## config.mk

```make
export PLATFORM = sky130hd
export DESIGN_NAME = smcfe_dev_flat
export DESIGN_NICKNAME = d
export VERILOG_FILES = /design/src/rtl/smcfe_pkg.sv /design/src/rtl/smcfe_if.sv /design/src/rtl/smcfe_dev.sv /design/src/rtl/smcfe_sync.sv /design/src/flat_wrapper.sv
export SDC_FILE = /design/constraint.sdc
export NUM_CORES = 1
export LEC_CHECK = 0
export BUFFER_PORTS_ARGS = -buffer_cell sky130_fd_sc_hd__buf_2
export CORE_AREA = 5 5 87 105
export CTS_BUF_LIST = sky130_fd_sc_hd__clkbuf_4
export DETAILED_ROUTE_END_ITERATION = 10
export DIE_AREA = 0 0 92 110
export PLACE_DENSITY_LB_ADDON = 0.2
export SYNTH_ARGS = -nofsm -noshare
export SYNTH_HDL_FRONTEND = slang
export SYNTH_HIERARCHICAL = 1
export SYNTH_SLANG_ARGS = --single-unit
```

## constraint.sdc

```tcl
create_clock -name clk_sys_i -period 2.1 [get_ports clk_sys_i]
set_input_delay 0.21 -clock clk_sys_i [delete_from_list [all_inputs] [get_ports clk_sys_i]]
set_output_delay 0.21 -clock clk_sys_i [all_outputs]
set_load 0.03 [all_outputs]
```

## src/rtl/smcfe_pkg.sv

```systemverilog
// Shared constants for the serial memory command front end: timing, opcodes,
// status layout and the state encodings of both ends.
// Assumes a 20 MHz system clock on both ends.
package smcfe_pkg;

  // ==========================================================================
  // Timing
  // ==========================================================================
  localparam int CLK_PERIOD_NS = 50;       // System clock period
  localparam int SCK_PERIOD_NS = 400;      // Serial clock period made by the master
  localparam int SCK_HALF_CYC = SCK_PERIOD_NS / (2 * CLK_PERIOD_NS);
  localparam int POWER_UP_DELAY_NS = 1000; // Plain default, not a device figure
  localparam int POWER_UP_CYC = (POWER_UP_DELAY_NS + CLK_PERIOD_NS - 1) / CLK_PERIOD_NS;

  // ==========================================================================
  // Opcodes
  // ==========================================================================
  localparam logic [7:0] OP_SET_WRITE_LATCH = 8'h06;
  localparam logic [7:0] OP_CLEAR_WRITE_LATCH = 8'h04;
  localparam logic [7:0] OP_READ_STATUS = 8'h05;
  localparam logic [7:0] OP_WRITE_STATUS = 8'h01;
  localparam logic [7:0] OP_MEM_READ = 8'h03;
  localparam logic [7:0] OP_MEM_WRITE = 8'h02;

  // ==========================================================================
  // Field layout and reset values
  // ==========================================================================
  localparam int ADDR_W = 13;              // Used address bits
  localparam logic [3:0] LAST_BYTE_BIT = 4'h7;
  localparam logic [3:0] LAST_ADDR_BIT = 4'hF;
  localparam int STAT_WRITE_LATCH_BIT = 1;
  localparam logic [7:0] STAT_WRITABLE_MASK = 8'h8C; // Bits 7, 3 and 2
  localparam logic [7:0] STATUS_RESET = 8'h00;
  localparam int HOST_SHIFT_W = 32;        // Up to four bytes a frame

  // ==========================================================================
  // State encodings
  // ==========================================================================
  typedef enum logic [7:0] {
    DEV_IDLE = 8'h01, DEV_OPCODE = 8'h02, DEV_ADDR = 8'h04, DEV_WR_DATA = 8'h08,
    DEV_RD_DATA = 8'h10, DEV_STAT_IN = 8'h20, DEV_STAT_OUT = 8'h40, DEV_IGNORE = 8'h80
  } smcfe_dev_state_e;

  typedef enum logic [6:0] {
    HST_WAIT = 7'h01, HST_IDLE = 7'h02, HST_PRE = 7'h04, HST_SEL = 7'h08,
    HST_LOW = 7'h10, HST_HIGH = 7'h20, HST_TAIL = 7'h40
  } smcfe_host_state_e;

endpackage : smcfe_pkg

```

## src/rtl/smcfe_if.sv

```systemverilog
// Four-wire serial link between the master end and the memory front end.
// Assumes the master drives select, clock and data in; the device drives
// data out only while its enable is high, otherwise the line is pulled high.
`timescale 1ns/1ns
interface smcfe_if;
  // ==========================================================================
  // Link wires
  // ==========================================================================
  logic cs_n;      // Chip select, active low
  logic sck;       // Serial clock
  logic mosi;      // Master to device data
  logic miso_drv;  // Device output value
  logic miso_oe;   // Device output enable
  wire miso;       // Resolved line seen by the master

  // Released line reads high, as through a pull-up
  assign miso = miso_oe ? miso_drv : 1'b1;

  modport device (input cs_n, input sck, input mosi, output miso_drv, output miso_oe);
  modport host (output cs_n, output sck, output mosi, input miso);
endinterface : smcfe_if

```

## src/rtl/smcfe_dev.sv

```systemverilog
// Serial slave front end of a byte memory: mode detection, opcode decode,
// address capture, status register and write latch.
// Assumes link pins are asynchronous; the memory array sits on the user side.
//
// Behaviour
// - Sample on rising, shift out on falling
// - All bytes travel most significant bit first
// - Two address bytes, low 13 bits used
// - Master sends zeros in ignored address bits
// - First eight bits after select are opcode
// - Bad opcode: ignore rest, output stays floating
// - Clock level at select picks mode 0/3
// - First rising edge after select is bit one
// - Master parks clock at mode idle level
// - Decode 06h set, 04h clear latch
// - Decode 05h status read, 01h write
// - Decode 03h read, 02h write, nothing else
// - Reset leaves write latch cleared
// - Writes need write latch set first
// - Set command sets latch, shown in status
// - Status write data never changes latch flag
// - Clear latch on select rise after writes
// - Clear command clears latch, reads zero
// - Eight-bit status register
// - Master waits power-up delay before select
// - Deselected: ignore input, output floating
// - One opcode per select period
// - Latch flag sits in status bit one
`timescale 1ns/1ns
module smcfe_dev
  import smcfe_pkg::*;
(
  // Clock and reset
  input wire logic clk_sys_i,
  input wire logic rst_i,
  // Serial link
  smcfe_if.device link,
  // Memory side
  output logic [ADDR_W-1:0] mem_addr_o,
  output logic mem_rd_o,
  input wire logic [7:0] mem_rd_data_i,
  output logic mem_wr_o,
  output logic [7:0] mem_wr_data_o,
  // Status
  output logic [7:0] status_o,
  output logic mode3_o,
  output logic bad_opcode_o
);

  // ==========================================================================
  // Pin synchronisation and edge detection
  // ==========================================================================
  logic [2:0] pins_s;     // {~cs_n, sck, mosi} after two flops
  logic cs_n_s;
  logic sck_s;
  logic mosi_s;
  logic sck_d_ff;         // Previous synchronised clock level
  logic cs_n_d_ff;        // Previous synchronised select level
  logic sck_rise;
  logic sck_fall;
  logic cs_rise;

  smcfe_sync #(.W(3)) u_sync (
    .clk_sys_i(clk_sys_i),
    .rst_i(rst_i),
    .d_i({~link.cs_n, link.sck, link.mosi}),
    .q_o(pins_s)
  );

  // Select travels inverted so the flops' reset value reads as deselected
  assign cs_n_s = ~pins_s[2];
  assign sck_s = pins_s[1];
  assign mosi_s = pins_s[0];
  // Edges are taken only from the synchronised copy, one cycle apart
  assign sck_rise = sck_s & ~sck_d_ff;
  assign sck_fall = ~sck_s & sck_d_ff;
  assign cs_rise = cs_n_s & ~cs_n_d_ff;

  // ==========================================================================
  // State
  // ==========================================================================
  smcfe_dev_state_e state_ff, nxt_state;
  logic [3:0] bit_cnt_ff, nxt_bit_cnt;      // Bit within byte or address
  logic [7:0] rx_sh_ff, nxt_rx_sh;          // Incoming byte
  logic [7:0] tx_sh_ff, nxt_tx_sh;          // Outgoing byte remainder
  logic miso_ff, nxt_miso;
  logic addr_rd_ff, nxt_addr_rd;            // Address belongs to a read
  logic latch_ff, nxt_latch;                // Write latch
  logic clr_pend_ff, nxt_clr_pend;          // Clear latch at select rise
  logic [7:0] prot_ff, nxt_prot;            // Writable status bits only
  logic mode3_ff, nxt_mode3;
  logic [ADDR_W-1:0] addr_ff, nxt_addr;
  logic rd_ff, nxt_rd;
  logic wr_ff, nxt_wr;
  logic [7:0] wr_data_ff, nxt_wr_data;
  logic bad_ff, nxt_bad;
  logic [7:0] rx_byte;                      // Byte completed by this edge
  logic [7:0] status;                       // Live status image
  logic [7:0] out_src;                      // Byte to start shifting out

  assign rx_byte = {rx_sh_ff[6:0], mosi_s};

  // Reserved bits read zero; latch flag is bit one
  always_comb begin
    status = prot_ff & STAT_WRITABLE_MASK;
    status[STAT_WRITE_LATCH_BIT] = latch_ff;
  end

  assign out_src = (state_ff == DEV_STAT_OUT) ? status : mem_rd_data_i;

  // ==========================================================================
  // Next-state logic
  // ==========================================================================
  always_comb begin
    nxt_state = state_ff;
    nxt_bit_cnt = bit_cnt_ff;
    nxt_rx_sh = rx_sh_ff;
    nxt_tx_sh = tx_sh_ff;
    nxt_miso = miso_ff;
    nxt_addr_rd = addr_rd_ff;
    nxt_latch = latch_ff;
    nxt_clr_pend = clr_pend_ff;
    nxt_prot = prot_ff;
    nxt_mode3 = mode3_ff;
    nxt_addr = addr_ff;
    nxt_rd = 1'b0;
    nxt_wr = 1'b0;
    nxt_wr_data = wr_data_ff;
    nxt_bad = 1'b0;
    // Select rise ends a write command: drop the latch
    if (cs_rise && clr_pend_ff) begin
      nxt_latch = 1'b0;
      nxt_clr_pend = 1'b0;
    end
    if (cs_n_s) begin
      // Deselected: nothing is shifted in, output released
      nxt_state = DEV_IDLE;
    end else begin
      unique case (state_ff)
        DEV_IDLE: begin
          // Fresh selection; clock level now decides the mode
          nxt_mode3 = sck_s;
          nxt_bit_cnt = 4'h0;
          nxt_state = DEV_OPCODE;
        end
        DEV_OPCODE: begin
          // Counting starts at the first rising edge, so a mode 3 opening fall is skipped
          if (sck_rise) begin
            nxt_rx_sh = rx_byte;
            nxt_bit_cnt = bit_cnt_ff + 4'h1;
            if (bit_cnt_ff == LAST_BYTE_BIT) begin
              nxt_bit_cnt = 4'h0;
              nxt_addr_rd = (rx_byte == OP_MEM_READ);
              case (rx_byte)
                OP_SET_WRITE_LATCH: begin
                  nxt_latch = 1'b1;
                  nxt_state = DEV_IGNORE;
                end
                OP_CLEAR_WRITE_LATCH: begin
                  nxt_clr_pend = 1'b1;
                  nxt_state = DEV_IGNORE;
                end
                OP_READ_STATUS: nxt_state = DEV_STAT_OUT;
                OP_WRITE_STATUS: begin
                  nxt_clr_pend = 1'b1;
                  nxt_state = DEV_STAT_IN;
                end
                OP_MEM_READ: nxt_state = DEV_ADDR;
                OP_MEM_WRITE: begin
                  nxt_clr_pend = 1'b1;
                  nxt_state = DEV_ADDR;
                end
                default: begin
                  // Unknown opcode: deaf and silent until the next selection
                  nxt_bad = 1'b1;
                  nxt_state = DEV_IGNORE;
                end
              endcase
            end
          end
        end
        DEV_ADDR: begin
          // Sixteen bits shift through; the top three fall off the end
          if (sck_rise) begin
            nxt_addr = {addr_ff[ADDR_W-2:0], mosi_s};
            nxt_bit_cnt = bit_cnt_ff + 4'h1;
            if (bit_cnt_ff == LAST_ADDR_BIT) begin
              nxt_bit_cnt = 4'h0;
              nxt_rd = addr_rd_ff;
              nxt_state = addr_rd_ff ? DEV_RD_DATA : DEV_WR_DATA;
            end
          end
        end
        DEV_WR_DATA, DEV_STAT_IN: begin
          if (sck_rise) begin
            nxt_rx_sh = rx_byte;
            nxt_bit_cnt = bit_cnt_ff + 4'h1;
            if (bit_cnt_ff == LAST_BYTE_BIT) begin
              nxt_bit_cnt = 4'h0;
              if (state_ff == DEV_WR_DATA) begin
                // Refused silently while the latch is clear
                nxt_wr = latch_ff;
                nxt_wr_data = rx_byte;
              end else begin
                // Latch flag in the sent byte is masked off
                if (latch_ff) begin
                  nxt_prot = rx_byte & STAT_WRITABLE_MASK;
                end
                nxt_state = DEV_IGNORE;
              end
            end
          end
        end
        DEV_RD_DATA, DEV_STAT_OUT: begin
          // Output moves on falling edges; bit counter still runs on rising ones
          if (sck_rise) begin
            nxt_bit_cnt = (bit_cnt_ff == LAST_BYTE_BIT) ? 4'h0 : bit_cnt_ff + 4'h1;
          end
          if (sck_fall) begin
            if (bit_cnt_ff == 4'h0) begin
              nxt_miso = out_src[7];
              nxt_tx_sh = {out_src[6:0], 1'b0};
            end else begin
              nxt_miso = tx_sh_ff[7];
              nxt_tx_sh = {tx_sh_ff[6:0], 1'b0};
            end
          end
        end
        DEV_IGNORE: nxt_state = DEV_IGNORE;
        default: nxt_state = DEV_IDLE;
      endcase
    end
  end

  // ==========================================================================
  // Registers
  // ==========================================================================
  always_ff @(posedge clk_sys_i) begin
    if (rst_i) begin
      state_ff <= DEV_IDLE;
      bit_cnt_ff <= 4'h0;
      rx_sh_ff <= 8'h00;
      tx_sh_ff <= 8'h00;
      miso_ff <= 1'b0;
      addr_rd_ff <= 1'b0;
      latch_ff <= 1'b0;
      clr_pend_ff <= 1'b0;
      prot_ff <= STATUS_RESET;
      mode3_ff <= 1'b0;
      addr_ff <= '0;
      rd_ff <= 1'b0;
      wr_ff <= 1'b0;
      wr_data_ff <= 8'h00;
      bad_ff <= 1'b0;
      sck_d_ff <= 1'b0;
      cs_n_d_ff <= 1'b1;
    end else begin
      state_ff <= nxt_state;
      bit_cnt_ff <= nxt_bit_cnt;
      rx_sh_ff <= nxt_rx_sh;
      tx_sh_ff <= nxt_tx_sh;
      miso_ff <= nxt_miso;
      addr_rd_ff <= nxt_addr_rd;
      latch_ff <= nxt_latch;
      clr_pend_ff <= nxt_clr_pend;
      prot_ff <= nxt_prot;
      mode3_ff <= nxt_mode3;
      addr_ff <= nxt_addr;
      rd_ff <= nxt_rd;
      wr_ff <= nxt_wr;
      wr_data_ff <= nxt_wr_data;
      bad_ff <= nxt_bad;
      sck_d_ff <= sck_s;
      cs_n_d_ff <= cs_n_s;
    end
  end

  // ==========================================================================
  // Outputs
  // ==========================================================================
  // Drive only in the return phase of reads; floating everywhere else
  assign link.miso_oe = (state_ff == DEV_RD_DATA) || (state_ff == DEV_STAT_OUT);
  assign link.miso_drv = miso_ff;
  assign mem_addr_o = addr_ff;
  assign mem_rd_o = rd_ff;
  assign mem_wr_o = wr_ff;
  assign mem_wr_data_o = wr_data_ff;
  assign status_o = status;
  assign mode3_o = mode3_ff;
  assign bad_opcode_o = bad_ff;

endmodule : smcfe_dev

```

## src/rtl/smcfe_sync.sv

```systemverilog
// Two-flop synchroniser bank for pin inputs.
// Assumes inputs are asynchronous to clk_sys_i; only q_o may be read.
`timescale 1ns/1ns
module smcfe_sync #(
  parameter int W = 1
) (
  // Clock and reset
  input wire logic clk_sys_i,
  input wire logic rst_i,
  // Data
  input wire logic [W-1:0] d_i,
  output logic [W-1:0] q_o
);
  // ==========================================================================
  // One pair of flops per bit
  // ==========================================================================
  genvar g;
  generate
    for (g = 0; g < W; g++) begin : g_bit
      logic meta_ff; // First stage, read only by the second
      logic sync_ff; // Second stage
      always_ff @(posedge clk_sys_i) begin
        if (rst_i) begin
          meta_ff <= 1'b0;
          sync_ff <= 1'b0;
        end else begin
          meta_ff <= d_i[g];
          sync_ff <= meta_ff;
        end
      end
      assign q_o[g] = sync_ff;
    end
  endgenerate
endmodule : smcfe_sync

```

## src/flat_wrapper.sv

```systemverilog
// flat-port wrapper written by rule: the top's interface ports become plain ports
module smcfe_dev_flat import smcfe_pkg::*;
  (clk_sys_i, rst_i, mem_addr_o, mem_rd_o, mem_rd_data_i, mem_wr_o, mem_wr_data_o, status_o, mode3_o, bad_opcode_o, link_cs_n, link_sck, link_mosi, link_miso_drv, link_miso_oe);
  smcfe_if link_i ();
  input wire logic clk_sys_i;
  input wire logic rst_i;
  output logic [ADDR_W-1:0] mem_addr_o;
  output logic mem_rd_o;
  input wire logic [7:0] mem_rd_data_i;
  output logic mem_wr_o;
  output logic [7:0] mem_wr_data_o;
  output logic [7:0] status_o;
  output logic mode3_o;
  output logic bad_opcode_o;
  input wire logic [$bits(link_i.cs_n)-1:0] link_cs_n;
  input wire logic [$bits(link_i.sck)-1:0] link_sck;
  input wire logic [$bits(link_i.mosi)-1:0] link_mosi;
  output wire logic [$bits(link_i.miso_drv)-1:0] link_miso_drv;
  output wire logic [$bits(link_i.miso_oe)-1:0] link_miso_oe;
  assign link_i.cs_n = link_cs_n;
  assign link_i.sck = link_sck;
  assign link_i.mosi = link_mosi;
  assign link_miso_drv = link_i.miso_drv;
  assign link_miso_oe = link_i.miso_oe;
  smcfe_dev u_core (.clk_sys_i(clk_sys_i), .rst_i(rst_i), .link(link_i), .mem_addr_o(mem_addr_o), .mem_rd_o(mem_rd_o), .mem_rd_data_i(mem_rd_data_i), .mem_wr_o(mem_wr_o), .mem_wr_data_o(mem_wr_data_o), .status_o(status_o), .mode3_o(mode3_o), .bad_opcode_o(bad_opcode_o));
endmodule
```

Yosys cells after proc, flatten, opt, wreduce, memory -nomap -nowiden
Cells that the tools add are included.

word-level totals
  register bits after elaboration = 67
  output and inout bits = 35
  input bits = 13

cells by class
  add/sub/neg operators = 1
  bitwise logic cells = 16
  equality and inequality tests = 24
  reductions and logical operators = 24
  mux-type cells = 31

operators by type and width
  cell                                                    count
  two-way mux 8 bit                                       9
  one-hot mux 8 bit (6 select lines)                      1
  equality test 8 x 3 -> 1 bit (second input constant)    4
  equality test 8 x 2 -> 1 bit (second input constant)    3
  one-hot mux 8 bit (3 select lines)                      1
  equality test 8 x 1 -> 1 bit (second input constant)    2
  two-way mux 4 bit                                       4
  OR reduction 5 bit                                      3
  two-way mux 1 bit                                       14
  inequality test 2 x 1 -> 1 bit (second input constant)  7
  inverter 1 bit                                          13
  one-hot mux 4 bit (3 select lines)                      1
  OR reduction 6 bit                                      2
  AND reduction 3 bit                                     3
  equality test 8 x 4 -> 1 bit (second input constant)    1
  equality test 8 x 5 -> 1 bit (second input constant)    1
  equality test 8 x 6 -> 1 bit (second input constant)    1
  equality test 8 x 7 -> 1 bit (second input constant)    1
  equality test 8 bit (second input constant)             1
  AND reduction 4 bit                                     2
  AND reduction 8 bit                                     1
  OR reduction 2 bit                                      4
  AND reduction 6 bit                                     1
  OR reduction 3 bit                                      2
  other kinds (12)                                        14

Longest topological paths before layout
Gate-level depths: netlist of the first run.

  word-level depth = 9
  gate-level depth with buffers = 8
  depth with buffers taken out = 6

Modules after synthesis
The synthesis of the first run kept the hierarchy.

by module, submodules not included
  module      cells an instance  times used  seq. area each (sq um)  area an instance (sq um)
  smcfe_dev   351                1           1,201.2                 2,920.3
  smcfe_sync  15                 1           120.1                   180.2

Worst setup path after synthesis of the first run
No wires, ideal clock.

  path type = register to register
  from = register u_core.state_ff[2]
  to = register u_core.tx_sh_ff[4]
  path buffers = 1
  required time = 1.978 ns
  setup time = 0.122 ns
  arrival time = 1.652 ns
  period minus slack after synthesis = 1.774 ns
  path slack = 0.326 ns
  stages on the path, launching flop included = 7
  cell sequence = dfxtp_1 -> buf_6 -> nor4_1 -> and3_4 -> a211o_1 -> o21ai_2 -> a311o_1

on the way
  word-level cells in the longest chain between the ends = 3
  elaborated cells between the ends (all ways) = 6
  those cells by class = eq/ne (2); mux (2); reduce/logical (2)

ends and longest elaborated chain
  what                                                                                 RTL line                            text
  from (decl)                                                                          smcfe_dev.sv:82                     smcfe_dev_state_e state_ff, nxt_state;
  from (signal assigned)                                                               smcfe_dev.sv:258                    state_ff <= nxt_state;
  equality test 8 x 5 -> 1 bit / equality test 8 x 7 -> 1 bit (equally long branches)  smcfe_dev.sv:139, smcfe_dev.sv:109
  OR reduction 2 bit / two-way mux 8 bit (equally long branches)                       smcfe_dev.sv:139, smcfe_dev.sv:109
  AND reduction 3 bit (no source line) / two-way mux 8 bit (equally long branches)     --
  to (signal assigned)                                                                 smcfe_dev.sv:261                    tx_sh_ff <= nxt_tx_sh;
  to (decl)                                                                            smcfe_dev.sv:85                     logic [7:0] tx_sh_ff, nxt_tx_sh;

Several ways; a longest one is shown, not always the timed one.
A chain may end at the register's enable or synchronous reset.

Worst setup path in the final report of the first run
  from = register u_core.state_ff[4]
  to = register u_core.tx_sh_ff[3]

The elaborated chain is that of the path after synthesis.

==> run summary, run 1 <==
The minimum setup slack among reg-to-reg paths came out at 150 ps. The tools report the element type at the critical path end as a flop. After detailed routing, the total wire length is 7510 um. The maximum fanout along the worst path was 9.

The placed standard-cell area is 0.00337 mm2. The cell depth of the worst flop-to-flop path is 5, and the final sum of negative setup slack is 0 ps. The mapped netlist covers 0.00310 mm2.

Clock latency on the worst-skew pair, taken at its later pin, is 400 ps. The run gives 0.426 as the sequential element share of the synthesized area. The finished cells cover 0.00356 mm2. The startpoint-to-endpoint class of the critical path was reg -> reg.

Vias after detailed routing: 2735. Total of warnings raised by yosys: 6. The number of enable-type register cells in the synthesized netlist was 0; the horizontal extent of the die was 92 um.

Overall power consumption after layout is estimated at 2.29 mW. In the routed design, unresolved DRC markers number 0. For this design the ratio of total power to cell area is 642 mW/mm2. The run gives 0.387 as the starting density of the core. Counting I/O delays and the setup requirement, the final critical path takes 1950 ps. The most used flip-flop cell after synthesis is sky130_fd_sc_hd__dfxtp_1.

In this run the tool buffered the top-level ports with 43 buffer cells. The first global-routing pass estimated 12400 um of wire. The average cell area after synthesis was 8.47 um2; the count of state elements after synthesis was 66. The number of antenna violations at the first check in global routing came out at 0. The tools report the number of sinks driven by the clock tree as 66. Number of global-route vias before repair: 2593. The layout has 832 filler cells. The analysis attributes to cell leakage a power of 1.51 nW. Setup repair after global routing left no endpoint under its margin. The clock-pin slew of the registers on the worst-case setup and hold paths came out at 110 ps.

The final-stage net count came out at 423. The logs give 0.152 for the total global routing track utilization and 366 for the cell count after synthesis. Once detailed placement completed, the half-perimeter wirelength came to 5410 um. The first detailed-routing pass ran for 4 iterations. VDD sags by at most 0.627 mV. The remaining antenna violation count after routing is 0.

The fmax was 512 MHz. The area growth from synthesis to layout is 14.9%. TritonCTS built the clock tree. In this run the count of I/O pins placed on the die edge is 48. Capture point of the worst reg-to-reg path: u_core/tx_sh_ff[3]. Setup violations remaining at the end of the flow were counted as 0. For the worst setup path, the data required time is 2400 ps.

The per-cell via count in the routed design is 5.38, and the maximum clock path buffer count is 2. The CTS buffer count is 9. The startpoint identified for the worst register-to-register timing path is u_core/state_ff[4]. Leaving out fill and tap cells, the most frequent cell in the layout is sky130_fd_sc_hd__dfxtp_1. The start point of the critical path is u_core/state_ff[4]. The element type at the critical path start is a flop. The root buffer cell chosen for the clock tree is sky130_fd_sc_hd__clkbuf_4. Routability-driven placement finished with a final weighted congestion of 0.864.

The clock arrives with 10.6 ps of skew. In this run the vertical extent of the chip is 110 um. For the DRC marker count from the first detailed-route iteration, the log shows 171. The die covers 0.0101 mm2. Largest net degree at the start of global routing: 45. The final max-slew violation count was 0. In this run the worst hold path is classified as in -> reg. The share of cells above drive strength 1 was 0.203. The total count of hold-check failures in the final report came out at 0. The count of cell types in the netlist was 57; the ratio of final minimum period to clock period was 0.929. The share of synthesized registers carrying an async set or reset is 0. Data arrives at the worst endpoint at 2250 ps. For this run the aggregate overflow at the end of global routing stands at 0. Leaving out fill and tap cells, the most frequent cells in the layout are sky130_fd_sc_hd__dfxtp_1 (66), sky130_fd_sc_hd__nand2_1 (56), sky130_fd_sc_hd__buf_2 (43).

The critical path ends at u_core/tx_sh_ff[3]. The per-cell routed wire length works out to 14.8 um. The run gives 0 as the diode insertion count for antenna repair. The run finished with clean final reports. Across the run, the number of max-cap violations was 0.

In this run the number of H-tree levels came out at 3. In this run the core area contains 36 standard-cell rows. After floorplanning, the core was sized to cover 0.00802 mm2.
## synth_stat cells (all sizes together), types with 2 or more instances
| master | number | area share |
|---|---|---|
| a211oi | 4 | 0.014 |
| nand4 | 7 | 0.014 |
| inv | 5 | 0.0061 |
| xor2 | 3 | 0.0085 |
| a21oi | 39 | 0.063 |
| nor3 | 7 | 0.018 |
| and4 | 4 | 0.012 |
| o41ai | 3 | 0.0085 |
| and3b | 3 | 0.0085 |
| nor2 | 29 | 0.035 |
| o211ai | 4 | 0.0097 |
| nand2 | 57 | 0.069 |
| nand3 | 20 | 0.034 |
| o21ai | 9 | 0.016 |
| nor4 | 3 | 0.0061 |
| and3 | 8 | 0.019 |
| ha | 2 | 0.0081 |
| buf | 21 | 0.047 |
| a311o | 4 | 0.013 |
| mux2i | 16 | 0.052 |
| clkbuf | 10 | 0.012 |
| nand3b | 2 | 0.0048 |
| o2111ai | 2 | 0.0057 |
| dfxtp | 66 | 0.43 |
| o22ai | 2 | 0.0040 |
| nand4b | 3 | 0.0085 |
| or3 | 2 | 0.0057 |
| and2 | 3 | 0.0061 |
| nor3b | 2 | 0.0048 |
| nor2b | 11 | 0.022 |
## stage by stage
step	util	std cells	hold WS (ps)	setup slack, ps
after floorplan	-	369	282	326
after global placement	0.420	490	426	128
after detailed placement	0.420	490	427	152
after CTS	0.441	507	8.55	137
after global routing	0.444	508	21.0	11.0
final	0.444	508	43.9	148
## logic make-up after synthesis
| logic type | synth area share |
|---|---|
| compound gates | 0.155 |
| mux | 0.0517 |
| flops | 0.426 |
| simple gates | 0.281 |
| xor+xnor | 0.0113 |
| other cells | 0.00121 |
| fa+ha+maj | 0.00807 |
| buf+inv | 0.0654 |
## critical path, cell delays in order (launching register included)
cell and delay, ps:
sky130_fd_sc_hd__dfxtp_1 440, sky130_fd_sc_hd__nor4_2 360, sky130_fd_sc_hd__and3_1 360, sky130_fd_sc_hd__a211o_1 240, sky130_fd_sc_hd__o21ai_2 130, sky130_fd_sc_hd__a311o_1 320
## layer usage
layer | vias to the layer above | part of all wire | wire (um) | track usage
met5 | - | 0 | 0 | 0
met4 | 0 | 0.014 | 103 | 0.0552
met3 | 10 | 0.042 | 314 | 0.0401
met2 | 63 | 0.49 | 3720 | 0.266
met1 | 1292 | 0.45 | 3380 | 0.182
li1 | 1370 | - | - | -
## cell type report
class	instances	area, um2	area share
clock buffer	9	67.6	0.0190
clock inverter	7	92.6	0.0260
inverter	5	18.8	0.00527
multi-input combinational	267	1600	0.450
sequential	66	1320	0.371
tap	95	119	0.0334
timing repair buffer	59	340	0.0955
## what timing repair did
item,in CTS,in global routing
hold buffers,1,1
buffers inserted,0,0
resized for setup,0,3
endpoints found under the hold margin,1,1
setup endpoints to repair,0,6
## registers in the layout (all words and copies together), names as in the netlist
name and flops:
u_core/link.miso_drv 1, u_core/u_sync/g_bit.sync_ff 3, u_core/rx_sh_ff 7, u_core/sck_d_ff 1, u_core/mem_rd_o 1, u_core/latch_ff 1, u_core/mem_wr_o 1, u_core/bit_cnt_ff 4
u_core/u_sync/g_bit.meta_ff 3, u_core/clr_pend_ff 1, u_core/cs_n_d_ff 1, u_core/mem_wr_data_o 8, u_core/mode3_o 1, u_core/prot_ff 3, u_core/addr_rd_ff 1, u_core/tx_sh_ff 7
u_core/state_ff 8, u_core/mem_addr_o 13, u_core/bad_opcode_o 1
## where the power goes
part | leakage [nW] | internal, mW | total, mW | switching, mW
registers | 0.533 | 1.26 | 1.27 | 0.00733
clock network | 0.0816 | 0.481 | 0.944 | 0.463
logic | 0.898 | 0.0275 | 0.0778 | 0.0503
total | 1.51 | 1.77 | 2.29 | 0.520
## worst min-delay path by stage
| stage | from | end | slack [ps] | cells past startpoint |
|---|---|---|---|---|
| floorplan | rst_i | u_core/u_sync/g_bit[0].meta_ff | 280 | 1 |
| global placement | u_core/u_sync/g_bit[1].meta_ff | u_core/u_sync/g_bit[1].sync_ff | 430 | 1 |
| detailed placement | u_core/u_sync/g_bit[1].meta_ff | u_core/u_sync/g_bit[1].sync_ff | 430 | 1 |
| CTS | link_mosi | u_core/u_sync/g_bit[0].meta_ff | 9 | 2 |
| global route | mem_rd_data_i[7] | u_core/link.miso_drv | 20 | 2 |
| finish | mem_rd_data_i[3] | u_core/tx_sh_ff[4] | 40 | 2 |
Power figures use the tool's default switching activity.
==> inputs of run 2 (changes only) <==
- SETUP_SLACK_MARGIN: unset -> 0.5
==> run summary, run 2 (synthesis results as in run 1) <==
For the worst path required time, the log shows 2390 ps (about the same). Setup repair after global routing could not meet its margin everywhere. The post-route DRC violation count is 0 (unchanged), and the number of flip-flops under the largest register name is 13 (unchanged). The number of cells in the finished layout apart from fillers came out at 539 (+6.1%).

The tools report the clock skew as 19.2 ps (+8.67 ps). The startpoint-to-endpoint class of the critical path is reg -> reg. The worst-case vdd ir drop is 0.361 mV (-42%), and the number of sinks driven by the clock tree is 66 (unchanged).

The ratio of final minimum period to clock period is 0.861 (-0.0682). The tools report the final max-slew violation count as 0 (unchanged). The run gives 553 MHz (+7.9%) as the fmax. The logs give 0 (unchanged) for the remaining antenna violation count after routing and 2 (unchanged) for the maximum clock path buffer count. The clock latency at the later pin of the worst-skew pair came out at 400 ps (about the same).

The tools report the final-stage net count as 455 (+7.6%). The flow ran to the end, and the final reports show no timing, DRC or antenna violations. The post-synthesis to final-layout area growth was 30.5%; the net switching component of the power was 0.505 mW (-2.9%).

Sequential share of power: 0.613 (+0.060). Total of max-cap violations: 0 (unchanged). The logs give 0.0101 mm2 (unchanged) for the area of the die and 36 (unchanged) for the site row count. The run gives 0.387 (unchanged) as the starting density of the core. The share of total power in combinational logic was 0.047 (+0.013); the vias after detailed routing was 2953 (+8.0%). The tools report the largest net degree at the start of global routing as 46 (+2.2%). For the final setup violation count, the log shows 0 (unchanged). The logs give 8590 um (+14%) for the total length of routed wires and 13100 um (+5.6%) for the wire length of the first global-routing pass. The number of global-route vias before repair came out at 2761 (+6.5%). The total global routing track utilization is 0.162 (+0.00954), and the post-route minimum period is 1810 ps (-143 ps). Diode insertion count for antenna repair: 0 (unchanged). Number of cells in the design after placement: 485 (-1.0%). The path class of the tightest hold or removal check is in -> reg.

The count of input and output buffers is 43 (unchanged), and the per-cell routed wire length is 15.9 um (+7.8%). The worst setup path is launched from a flop. The final estimated routing congestion in global placement came out at 0.895 (+3.6%).

TritonCTS built the clock tree. The per-cell via count in the routed design is 5.48 (+1.8%). The number of antenna violations at the first check in global routing was 0 (unchanged); the horizontal extent of the die was 92 um (unchanged). The tools report the sum of net half-perimeters after detailed placement as 5280 um (-2.3%).

The clock-pin slew of the registers on the worst-case setup and hold paths was 110 ps (about the same); the clock group share of total power was 0.340 (-0.073). The maximum fanout along the worst path was 5 (-4). The leakage power summed over all cells came out at 1.72 nW (+13%). The logs give 48 (unchanged) for the I/O pin count and 0 ps (unchanged) for the final sum of negative setup slack.

The leftover overflow at the end of global routing is 0 (unchanged), and the DRC marker count from the first detailed-route iteration is 202 (+18%). The run gives 1.54 mW (-13%) as the internal power contribution. Number of search-and-repair iterations in the first detailed-routing pass: 4 (unchanged). The core box area is 0.00802 mm2 (unchanged). The tree is rooted in a sky130_fd_sc_hd__clkbuf_4.

The H-tree depth reported by CTS came out at 3 (unchanged). The power density over the cells was 505 mW/mm2 (-21%). STA classifies the critical path endpoint as a flop. For the arrival time of data at the critical path endpoint, the log shows 2100 ps (-150 ps). For the CTS buffer count, the log shows 9 (unchanged). The share of cells above drive strength 1 was 0.365 (+0.161).

Vertical die dimension: 110 um (unchanged). The top cell types in the final layout, fill and taps aside, are sky130_fd_sc_hd__dfxtp_1 (52), sky130_fd_sc_hd__nand2_1 (49), sky130_fd_sc_hd__buf_2 (42). The total count of hold-check failures in the final report came out at 0 (unchanged). Leaving out fill and tap cells, the most frequent cell in the layout is sky130_fd_sc_hd__dfxtp_1. The net switching share of the total power works out to 0.247 (+0.0197).
run 2: layout make-up:
| class | count | area, um2 |
|---|---|---|
| multi-input combinational | 267 | 1820 |
| tap | 95 | 119 |
| inverter | 5 | 18.8 |
| fill | 742 | 3970 |
| clock buffer | 11 | 82.6 |
| sequential | 66 | 1360 |
| clock inverter | 4 | 20.0 |
| timing repair buffer | 91 | 617 |
run 2: power groups by stage:
stage / Combinational (mW) / Clock, mW / Sequential, mW
global route: 0.104 / 0.786 / 1.26
global placement: 0.0731 / 0 / 1.29
floorplan: 0.0597 / 0 / 1.29
CTS: 0.0898 / 0.725 / 1.25
detailed placement: 0.0731 / 0 / 1.29
finish: 0.0961 / 0.694 / 1.25
run 2: critical path, cell delays in order, from the launching register on:
cell	delay (ps)
sky130_fd_sc_hd__dfxtp_4	380
sky130_fd_sc_hd__or3_4	420
sky130_fd_sc_hd__nor3_4	290
sky130_fd_sc_hd__and3_4	270
sky130_fd_sc_hd__o21ai_4	80
sky130_fd_sc_hd__a311o_1	270
run 2: stage by stage:
| stage | util | hold slack, ps | setup WS, ps | power (mW) | area [um2] |
|---|---|---|---|---|---|
| 2_1_floorplan | - | 282 | 379 | 1.35 | 3160 |
| 3_3_place_gp | 0.420 | 416 | 211 | 1.37 | 3370 |
| 3_5_place_dp | 0.420 | 427 | 178 | 1.37 | 3370 |
| 4_1_cts | 0.478 | 13.2 | 315 | 2.07 | 3830 |
| 5_1_grt | 0.505 | 5.18 | 229 | 2.15 | 4050 |
| 6_report | 0.505 | 49.0 | 292 | 2.04 | 4050 |
run 2: path summary, 6_finish.rpt:
check,from,endpoint,slack (ps),cells after the start
setup reg to reg,u_core/state_ff[7],u_core/tx_sh_ff[4],290,5
setup / recovery,u_core/state_ff[7],u_core/tx_sh_ff[4],290,5
hold / removal,mem_rd_data_i[1],u_core/tx_sh_ff[2],50,2
hold reg to reg,u_core/u_sync/g_bit[1].meta_ff,u_core/u_sync/g_bit[1].sync_ff,440,1
run 2: metal layers:
metal  GRT usage  wire length [um]  vias to the layer above
li1            -                 -                     1435
met4      0.0743               353                        0
met2       0.287              4380                      102
met1       0.181              3390                     1384
met3      0.0462               471                       32
met5           0                 0                        -
run 2: what timing repair did:
item,in CTS,in global routing
setup buffers,23,13
cloned,0,1
pin swaps,13,23
hold buffers,2,0
resized for setup,51,32
endpoints found under the hold margin,2,0
setup endpoints to repair,57,56
